`config.mk`:
```
export PLATFORM = sky130hd
export DESIGN_NAME = tsp_gate
export DESIGN_NICKNAME = d
export VERILOG_FILES = /design/src/verilog/tsp_pkg.sv /design/src/verilog/tsp_gate.sv
export SDC_FILE = /design/constraint.sdc
export NUM_CORES = 1
export LEC_CHECK = 0
export BUFFER_PORTS_ARGS = -buffer_cell sky130_fd_sc_hd__buf_4
export CAP_MARGIN = 40
export CORE_MARGIN = 2
export CORE_UTILIZATION = 51
export CTS_CLUSTER_DIAMETER = 30
export DETAILED_ROUTE_END_ITERATION = 10
export GPL_ROUTABILITY_DRIVEN = 0
export MAX_ROUTING_LAYER = met4
export PLACE_DENSITY = 0.77
export SETUP_SLACK_MARGIN = 0.05
export SYNTH_ARGS = -nofsm -noshare
export SYNTH_HDL_FRONTEND = slang
export SYNTH_SLANG_ARGS = --single-unit
```
`constraint.sdc`:
```
create_clock -name core_clk -period 4.2 [get_ports core_clk]
set_input_delay 0.84 -clock core_clk [delete_from_list [all_inputs] [get_ports core_clk]]
set_output_delay 0.84 -clock core_clk [all_outputs]
set_load 0.02 [all_outputs]
```
`src/verilog/tsp_pkg.sv`:
```
package tsp_pkg;

  // ----------------------------------------------------------------
  // Clock and timing figures
  // ----------------------------------------------------------------
  localparam int CLK_HZ = 100_000_000;
  localparam int CLK_PERIOD_NS = 10;
  localparam int ON_PULSE_NS = 1700;
  localparam int OFF_PULSE_NS = 10000;
  localparam int ON_PULSE_CYC = ON_PULSE_NS / CLK_PERIOD_NS;
  localparam int OFF_PULSE_CYC = OFF_PULSE_NS / CLK_PERIOD_NS;
  localparam int TB_FREQ_HZ = 1250;
  localparam int TB_HALF_CYC = CLK_HZ / (2 * TB_FREQ_HZ);
  localparam int RELAY_MS = 2500;
  localparam int MAINS_GOOD_MS = 2900;
  localparam int MID_STAGE_MS = 1700;
  localparam int RELAY_PULSE_MS = 840;
  localparam int MG_PULSE_MS = 420;
  localparam int MG_PULSE_COUNT = 3;
  localparam int RELAY_PULSE_COUNT = 1;
  localparam int MS_PER_S = 1000;
  localparam int TICK_W = 12;
  localparam logic [TICK_W-1:0] RELAY_TICKS = TICK_W'(RELAY_MS * TB_FREQ_HZ / MS_PER_S);
  localparam logic [TICK_W-1:0] MG_TICKS = TICK_W'(MAINS_GOOD_MS * TB_FREQ_HZ / MS_PER_S);
  localparam logic [TICK_W-1:0] MID_TICKS = TICK_W'(MID_STAGE_MS * TB_FREQ_HZ / MS_PER_S);
  localparam logic [TICK_W-1:0] RELAY_PULSE_TICKS = TICK_W'(RELAY_PULSE_MS * TB_FREQ_HZ / MS_PER_S);
  localparam logic [TICK_W-1:0] MG_PULSE_TICKS = TICK_W'(MG_PULSE_MS * TB_FREQ_HZ / MS_PER_S);

  // ----------------------------------------------------------------
  // Oscillator divider taps: 320 kHz / 8 = 40 kHz, / 4 = 80 kHz, / 16 = 20 kHz
  // ----------------------------------------------------------------
  localparam int DIV_W = 4;
  localparam int TAP_40K = 2;
  localparam int TAP_80K = 1;
  localparam int TAP_20K = 3;

  // ----------------------------------------------------------------
  // Synchronised pin indices
  // ----------------------------------------------------------------
  localparam int PIN_N = 8;
  localparam int PIN_OSC = 0;
  localparam int PIN_BIAS = 1;
  localparam int PIN_OVP = 2;
  localparam int PIN_THERM = 3;
  localparam int PIN_REG = 4;
  localparam int PIN_BOK = 5;
  localparam int PIN_VLL = 6;
  localparam int PIN_CLR = 7;

  // ----------------------------------------------------------------
  // Register map and fields
  // ----------------------------------------------------------------
  localparam int ADDR_W = 4;
  localparam logic [ADDR_W-1:0] REG_CTRL = 4'h0;
  localparam logic [ADDR_W-1:0] REG_STATUS = 4'h4;
  localparam logic [ADDR_W-1:0] REG_IRQ_STAT = 4'h8;
  localparam logic [ADDR_W-1:0] REG_IRQ_MASK = 4'hC;
  localparam logic CTRL_EN_RST = 1'b1;
  localparam int IRQ_N = 4;
  localparam int IRQ_MG_UP = 0;
  localparam int IRQ_OVP_TRIP = 1;
  localparam int IRQ_CUT = 2;
  localparam int IRQ_BIAS_LOST = 3;
  localparam logic [1:0] RESP_OKAY = 2'h0;
  localparam logic [1:0] RESP_SLVERR = 2'h2;

endpackage

```
`src/verilog/tsp_gate.sv`:
```
// The placing of the registers and the AXI4-Lite interface to the registers were decided locally.
module tsp_gate
  import tsp_pkg::*;
#(
  parameter int TB_HALF = TB_HALF_CYC,
  parameter bit VARIANT_80K = 1'b0
)
(
  // Clock and reset.
  input wire logic core_clk,
  input wire logic resetn,
  // Asynchronous sense pins.
  input wire logic osc_320k,
  input wire logic unregulated_bias,
  input wire logic ovp_ok,
  input wire logic thermal_ok,
  input wire logic reg_ok,
  input wire logic bias_ok,
  input wire logic voltage_loop_low,
  input wire logic protect_latch_clear_n,
  // Power stage and sequencer outputs.
  output logic pwm_on,
  output logic pwm_off,
  output logic down_prog_req,
  output logic relay_drive_n,
  output logic line_loss_flag,
  output logic timebase_out,
  output logic relay_stage,
  output logic mg_stage,
  output logic mid_stage,
  output logic mid_clk,
  output logic mod_clk,
  output logic irq,
  // AXI4-Lite slave.
  input wire logic [ADDR_W-1:0] s_awaddr,
  input wire logic s_awvalid,
  output logic s_awready,
  input wire logic [31:0] s_wdata,
  input wire logic [3:0] s_wstrb,
  input wire logic s_wvalid,
  output logic s_wready,
  output logic [1:0] s_bresp,
  output logic s_bvalid,
  input wire logic s_bready,
  input wire logic [ADDR_W-1:0] s_araddr,
  input wire logic s_arvalid,
  output logic s_arready,
  output logic [31:0] s_rdata,
  output logic [1:0] s_rresp,
  output logic s_rvalid,
  input wire logic s_rready
);

  localparam int TB_W = $clog2(TB_HALF + 1);
  // Synchroniser flops start at the idle pin levels, so reset release never looks like a trip.
  localparam logic [PIN_N-1:0] SYNC_IDLE = PIN_N'((1 << PIN_OVP) | (1 << PIN_THERM) | (1 << PIN_REG)
                                               | (1 << PIN_BOK) | (1 << PIN_CLR));

  // A zero half period would leave the timebase frozen, so it is refused when elaborating.
  if (TB_HALF < 1)
  begin
    $error("TB_HALF must be at least one cycle");
  end

  typedef struct packed {
    logic [PIN_N-1:0] sync1;
    logic [PIN_N-1:0] sync2;
    logic osc_d;
    logic [DIV_W-1:0] div;
    logic [TB_W-1:0] tb_cnt;
    logic [TICK_W-1:0] ticks;
    logic [7:0] on_cnt;
    logic [9:0] off_cnt;
    logic on_pulse;
    logic off_pulse;
    logic ovp_latched;
    logic down_req;
    logic relay_n;
    logic mains_good;
    logic tb_out;
    logic relay_st;
    logic mg_st;
    logic mid_st;
    logic bias_d;
    logic ctrl_en;
    logic [IRQ_N-1:0] irq_stat;
    logic [IRQ_N-1:0] irq_mask;
    logic irq;
    logic awready;
    logic wready;
    logic [ADDR_W-1:0] waddr;
    logic [31:0] wdata;
    logic [3:0] wstrb;
    logic bvalid;
    logic [1:0] bresp;
    logic arready;
    logic rvalid;
    logic [31:0] rdata;
    logic [1:0] rresp;
  } tsp_state_t;

  tsp_state_t st_r;
  tsp_state_t st_nxt;

  // Pulse train decode: high for each odd-free slot of the train.
  function automatic logic train(input logic [TICK_W-1:0] t, input logic [TICK_W-1:0] w, input int n);
    logic [TICK_W-1:0] slot;
    slot = t / w;
    return (32'(slot) < 2 * n) && !slot[0];
  endfunction

  // ----------------------------------------------------------------
  // Next-state logic
  // ----------------------------------------------------------------
  logic bias_s;
  logic gate_ok;
  logic rise20;
  logic fall20;
  logic osc_rise;
  logic [DIV_W-1:0] div_n;
  logic aw_take;
  logic w_take;
  logic [IRQ_N-1:0] ev;

  // Gate terms are computed once here so the assertions see the same values.
  always_comb
  begin
    st_nxt = st_r;
    bias_s = st_r.sync2[PIN_BIAS];
    // Seven gating inputs plus the software enable.
    gate_ok = st_r.mains_good & st_r.sync2[PIN_OVP] & st_r.sync2[PIN_THERM] & ~st_r.off_pulse
            & ~st_r.ovp_latched & st_r.sync2[PIN_REG] & st_r.sync2[PIN_BOK] & st_r.ctrl_en;
    st_nxt.sync1 = {protect_latch_clear_n, voltage_loop_low, bias_ok, reg_ok, ovp_ok, thermal_ok,
                    unregulated_bias, osc_320k};
    st_nxt.sync1[PIN_OVP] = ovp_ok;
    st_nxt.sync1[PIN_THERM] = thermal_ok;
    st_nxt.sync2 = st_r.sync1;
    // Divide the oscillator down to the intermediate and modulator clocks.
    st_nxt.osc_d = st_r.sync2[PIN_OSC];
    osc_rise = st_r.sync2[PIN_OSC] & ~st_r.osc_d;
    div_n = osc_rise ? st_r.div + 1'b1 : st_r.div;
    st_nxt.div = div_n;
    rise20 = div_n[TAP_20K] & ~st_r.div[TAP_20K];
    fall20 = ~div_n[TAP_20K] & st_r.div[TAP_20K];
    // Sequencer timebase; a bias loss restarts everything from zero.
    st_nxt.bias_d = bias_s;
    if (!bias_s)
    begin
      st_nxt.tb_cnt = '0;
      st_nxt.ticks = '0;
      st_nxt.tb_out = 1'b0;
    end
    else if (st_r.ticks < MG_TICKS)
    begin
      // Burst runs only until mains-good time, then the square wave stops.
      if (st_r.tb_cnt == TB_W'(TB_HALF - 1))
      begin
        st_nxt.tb_cnt = '0;
        st_nxt.tb_out = ~st_r.tb_out;
        if (st_r.tb_out)
        begin
          st_nxt.ticks = st_r.ticks + 1'b1;
        end
      end
      else
      begin
        st_nxt.tb_cnt = st_r.tb_cnt + 1'b1;
      end
    end
    else
    begin
      st_nxt.tb_out = 1'b0;
    end
    st_nxt.relay_n = ~(bias_s && st_nxt.ticks >= RELAY_TICKS);
    st_nxt.mains_good = bias_s && st_nxt.ticks >= MG_TICKS;
    st_nxt.mid_st = bias_s && st_nxt.ticks >= MID_TICKS;
    st_nxt.relay_st = bias_s && (train(st_nxt.ticks, RELAY_PULSE_TICKS, RELAY_PULSE_COUNT)
                      || st_nxt.ticks >= RELAY_TICKS);
    st_nxt.mg_st = bias_s && (train(st_nxt.ticks, MG_PULSE_TICKS, MG_PULSE_COUNT)
                   || st_nxt.ticks >= MG_TICKS);
    // On pulse: started only at a 20 kHz edge with all gates high.
    if (st_r.on_pulse)
    begin
      if (!gate_ok || st_r.on_cnt == 8'(ON_PULSE_CYC - 1))
      begin
        st_nxt.on_pulse = 1'b0;
        st_nxt.on_cnt = '0;
      end
      else
      begin
        st_nxt.on_cnt = st_r.on_cnt + 1'b1;
      end
    end
    else if (rise20 && gate_ok)
    begin
      st_nxt.on_pulse = 1'b1;
      st_nxt.on_cnt = '0;
    end
    // Off pulse mid-period on its own channel, so it never overlaps a start.
    if (st_r.off_pulse)
    begin
      if (st_r.off_cnt == 10'(OFF_PULSE_CYC - 1))
      begin
        st_nxt.off_pulse = 1'b0;
        st_nxt.off_cnt = '0;
      end
      else
      begin
        st_nxt.off_cnt = st_r.off_cnt + 1'b1;
      end
    end
    else if (fall20)
    begin
      st_nxt.off_pulse = 1'b1;
      st_nxt.off_cnt = '0;
    end
    st_nxt.down_req = st_nxt.off_pulse | st_r.sync2[PIN_VLL];
    // Trip sets the latch and wins over a simultaneous clear.
    if (!st_r.sync2[PIN_OVP])
    begin
      st_nxt.ovp_latched = 1'b1;
    end
    else if (!st_r.sync2[PIN_CLR])
    begin
      st_nxt.ovp_latched = 1'b0;
    end
    // Interrupt events.
    ev = '0;
    ev[IRQ_MG_UP] = st_nxt.mains_good & ~st_r.mains_good;
    ev[IRQ_OVP_TRIP] = st_nxt.ovp_latched & ~st_r.ovp_latched;
    ev[IRQ_CUT] = st_r.on_pulse & ~gate_ok;
    ev[IRQ_BIAS_LOST] = st_r.bias_d & ~bias_s;
    // AXI write: address and data taken in either order, then one response.
    aw_take = s_awvalid & st_r.awready;
    w_take = s_wvalid & st_r.wready;
    if (aw_take)
    begin
      st_nxt.awready = 1'b0;
      st_nxt.waddr = s_awaddr;
    end
    if (w_take)
    begin
      st_nxt.wready = 1'b0;
      st_nxt.wdata = s_wdata;
      st_nxt.wstrb = s_wstrb;
    end
    if (!st_r.awready && !st_r.wready && !st_r.bvalid)
    begin
      st_nxt.bvalid = 1'b1;
      st_nxt.bresp = RESP_OKAY;
      unique case (st_r.waddr)
        REG_CTRL:
        begin
          if (st_r.wstrb[0])
          begin
            st_nxt.ctrl_en = st_r.wdata[0];
          end
        end
        REG_IRQ_STAT:
        begin
          if (st_r.wstrb[0])
          begin
            st_nxt.irq_stat = st_r.irq_stat & ~st_r.wdata[IRQ_N-1:0];
          end
        end
        REG_IRQ_MASK:
        begin
          if (st_r.wstrb[0])
          begin
            st_nxt.irq_mask = st_r.wdata[IRQ_N-1:0];
          end
        end
        REG_STATUS:
        begin
          st_nxt.bresp = RESP_OKAY;
        end
        default:
        begin
          st_nxt.bresp = RESP_SLVERR;
        end
      endcase
    end
    if (st_r.bvalid && s_bready)
    begin
      st_nxt.bvalid = 1'b0;
      st_nxt.awready = 1'b1;
      st_nxt.wready = 1'b1;
    end
    // Hardware set wins over the write-one clear.
    st_nxt.irq_stat = st_nxt.irq_stat | ev;
    st_nxt.irq = |(st_nxt.irq_stat & st_nxt.irq_mask);
    // AXI read: one-cycle answer, held until rready.
    if (s_arvalid && st_r.arready)
    begin
      st_nxt.arready = 1'b0;
      st_nxt.rvalid = 1'b1;
      st_nxt.rresp = RESP_OKAY;
      st_nxt.rdata = '0;
      unique case (s_araddr)
        REG_CTRL: st_nxt.rdata[0] = st_r.ctrl_en;
        REG_STATUS: st_nxt.rdata[10:0] = {gate_ok, st_r.ovp_latched, st_r.down_req, st_r.off_pulse,
                                          st_r.on_pulse, st_r.mid_st, st_r.mg_st, st_r.relay_st,
                                          st_r.mains_good, ~st_r.relay_n, bias_s};
        REG_IRQ_STAT: st_nxt.rdata[IRQ_N-1:0] = st_r.irq_stat;
        REG_IRQ_MASK: st_nxt.rdata[IRQ_N-1:0] = st_r.irq_mask;
        default: st_nxt.rresp = RESP_SLVERR;
      endcase
    end
    if (st_r.rvalid && s_rready)
    begin
      st_nxt.rvalid = 1'b0;
      st_nxt.arready = 1'b1;
    end
  end

  // ----------------------------------------------------------------
  // State register
  // ----------------------------------------------------------------
  // Reset leaves the relay open and the modulator quiet.
  always_ff @(posedge core_clk or negedge resetn)
  begin
    if (!resetn)
    begin
      st_r <= '0;
      st_r.relay_n <= 1'b1;
      st_r.sync1 <= SYNC_IDLE;
      st_r.sync2 <= SYNC_IDLE;
      st_r.ctrl_en <= CTRL_EN_RST;
      st_r.awready <= 1'b1;
      st_r.wready <= 1'b1;
      st_r.arready <= 1'b1;
    end
    else
    begin
      st_r <= st_nxt;
    end
  end

  // Outputs are straight flip-flop bits.
  assign pwm_on = st_r.on_pulse;
  assign pwm_off = st_r.off_pulse;
  assign down_prog_req = st_r.down_req;
  assign relay_drive_n = st_r.relay_n;
  assign line_loss_flag = st_r.mains_good;
  assign timebase_out = st_r.tb_out;
  assign relay_stage = st_r.relay_st;
  assign mg_stage = st_r.mg_st;
  assign mid_stage = st_r.mid_st;
  assign mid_clk = VARIANT_80K ? st_r.div[TAP_80K] : st_r.div[TAP_40K];
  assign mod_clk = st_r.div[TAP_20K];
  assign irq = st_r.irq;
  assign s_awready = st_r.awready;
  assign s_wready = st_r.wready;
  assign s_bresp = st_r.bresp;
  assign s_bvalid = st_r.bvalid;
  assign s_arready = st_r.arready;
  assign s_rdata = st_r.rdata;
  assign s_rresp = st_r.rresp;
  assign s_rvalid = st_r.rvalid;
endmodule

```
==> results.ini <==
[clocking]
clk_pin_slew_ns = 0.05
cts_tree = built
worstSkewPairLatency_ns = 0.41
cts.sinks = 115
cts.path.max_buffers = 2
cts-buffers-inserted = 17
htree_num_levels = 4
clockRootBuffer = clkbuf_16
hold_buffers = 0

[sta]
hold_viol = 0
period_share_pct = 94.41
relSlewSlack_pct = 39.90
worst_slew_pin_slew_ns = 0.8982
rsz0062_at_grt = no
skew_ns = 0.007745
setup_viol = 0
timing.final.ws_setup_ns = 0.2348
maxSlewViolCount = 0
fin_crit_ns = 3.965
fmax_mhz = 252.2

[min_path]
hold_path_class = flop to flop

[finish]
n_antenna_cell = 0
areaGrowthSynthToFinish_pct = 21.01
final_nets = 771
drive_above_1_share_pct = 25.63
registers.top_by_ff_count = st_r
largest_register_ffs = 75
final_core_util_pct = 62.57

[floorplanning]
die_w_um = 113.7
core-area_sq_um = 11860
rows = 40
die_area_sq_um = 12920
start_util_pct = 51.71
ios = 112
die_h_um = 113.7

[run]
max_cap_violations = 0

[worst_setup_path]
cp-start-kind = flop
crit_arrival_ns = 4.28
criticalPathCategory = flop to flop
path_max_fanout = 10
cp-end-kind = flop
required_ns = 4.52

[placed_design]
portBuffers = 57
place_ws_ns = -0.002705
dp.final_hpwl_mm = 10.27

[power_and_ir_drop]
max-vdd-ir-drop_v = 0.0003197
p_per_area_nw_per_um2 = 465.1
p_leak_nw = 3.353

[outcome]
status = completed

[global_routing]
grt-ovfl-total = 0
grt_pass1_wl_mm = 24.14
track_usage_pct = 24.08
antenna_found_initial = 0
grt_max_degree = 52
grt_pass1_vias = 4980

[route]
first_iter_violations = 501
drt_first_pass_iters = 5
ant_nets = 0
avgViaCountPerCell = 5.999
routed_wirelength_mm = 14.52
vias = 5189
wire_per_inst_um = 16.79
drc = 0

[synth]
syn_area_sq_um = 6133
synth_seq_cells = 115
ys_types = 73
yosysSeqAreaShare_pct = 47.23
synth_edf_count = 0
synth_ff_type = dfrtp_1
synthArstFlopShare_pct = 100.0
ys.warnings.count = 0
syn_area_per_cell_sq_um = 9.813
syn-instance-count = 625

-- kinds of logic after synthesis --
logic type | after synthesis | synth area share, %
and+or+nand+nor | 222 | 18.56
AOI/OAI and AO/OA | 161 | 18.12
DFF | 115 | 47.23
buffers and inverters | 74 | 6.854
muxes | 30 | 5.610
xor gates and xnor gates | 15 | 2.142
adders and majority gates | 7 | 1.428
other | 1 | 0.06114
-- power by group --
| group | internal (mW) | switching (mW) | total [mW] |
|---|---|---|---|
| Clock | 0.995 | 0.510 | 1.50 |
| Combinational | 0.244 | 0.284 | 0.527 |
| Sequential | 1.28 | 0.140 | 1.42 |
-- through the flow --
stage	cell area (sq um)	hold slack [ns]	power, mW	cells	TNS (ns)
3_3_place_gp	6733	0.3350	1.926	830	0
6_report	7422	0.3501	3.452	865	0
3_5_place_dp	6733	0.3413	1.965	830	-0.002705
2_1_floorplan	6222	0.3312	1.771	647	0
4_1_cts	7360	0.3536	3.476	862	0
5_1_grt	7422	0.3529	3.607	865	0
-- layout by cell type (no fill, tap or decap), drive strengths merged, types with 9 or more instances in the layout --
master | synthesis | routed
dfrtp | 100 | 100
buf | 37 | 91
o21ai | 64 | 64
nand2 | 62 | 62
nor2 | 41 | 41
conb | 1 | 23
mux2 | 22 | 22
nand3 | 21 | 21
inv | 19 | 21
clkbuf | 16 | 21
and3 | 17 | 17
a21oi | 16 | 16
nand4 | 15 | 15
dfstp | 15 | 15
nor3 | 14 | 14
a22o | 13 | 13
o31ai | 12 | 12
nand2b | 9 | 9
a31oi | 9 | 9
-- critical path: stages (launching register included) --
cell	delay (ns)
dfrtp_1	0.40
or4b_1	0.52
or4_4	0.59
a211o_1	0.36
or2_4	0.29
mux2_4	0.26
inv_6	0.07
o31ai_4	0.29
o211ai_2	0.17
a211oi_4	0.30
buf_4	0.16
o21ai_0	0.08
and3_1	0.20
a311oi_2	0.17
-- cell type report --
cell class / instances / area (sq um)
fillers: 931 / 4439
multi-input cells: 458 / 2952
flip-flops and latches: 115 / 2897
repair buffers: 92 / 688.2
clock buffers: 20 / 436.7
well taps: 147 / 183.9
clock inverters: 12 / 180.2
inverters: 21 / 85.08
-- worst paths after layout --
check	end	slack [ns]	cells after the start	startpoint
min in group asynchronous	st_r[110]$_DFFE_PN0P_	0.45	1	resetn
setup reg to reg	mg_stage$_DFF_PN0_	0.23	13	st_r[138]$_DFFE_PN0P_
hold / removal	st_r[159]$_DFF_PN0_	0.35	0	st_nxt[159]$_DFF_PN0_
max in group asynchronous	st_nxt[160]$_DFF_PN1_	2.81	2	resetn
hold reg to reg	st_r[159]$_DFF_PN0_	0.35	0	st_nxt[159]$_DFF_PN0_
setup / recovery	mg_stage$_DFF_PN0_	0.23	13	st_r[138]$_DFFE_PN0P_
-- synthesized netlist by cell type (4+ instances only) --
library cell	instances	share of area, %
nor2b_1	7	0.71
nand4_1	15	1.5
clkbuf_1	16	0.98
a211oi_1	6	0.73
nand2_1	62	3.8
or3_1	7	0.71
o21ai_0	63	5.1
o31ai_1	11	1.3
ha_1	7	1.4
dfstp_2	15	6.4
o211ai_1	7	0.86
xnor2_1	7	1.0
mux2_2	22	4.0
nor2_1	41	2.5
nand3_1	21	1.7
and3_1	17	1.7
a21o_1	4	0.49
buf_4	36	4.4
and4_1	4	0.57
dfrtp_1	100	41
xor2_1	8	1.1
a31oi_1	9	0.92
nor3_1	14	1.1
mux2i_1	6	0.98
a22o_1	13	1.9
nand2b_1	9	0.92
a21oi_1	16	1.3
inv_1	17	1.0
-- repair_timing --
item	4_1_cts	5_1_grt
pin swaps	0	5
setup buffers	0	2
endpoints found under the hold margin	0	0
endpoints found under the setup margin	1	1
resized for setup	2	12
-- routing by layer --
metal / part of all wire, % / wire length (um) / global-route usage [%]
met3: 5.5 / 805 / 5.845
met5: 0 / 0 / -
met1: 41 / 5992 / 29.55
met2: 51 / 7423 / 39.12
met4: 2.1 / 301 / 8.618
(Power assumes the default switching activity.)
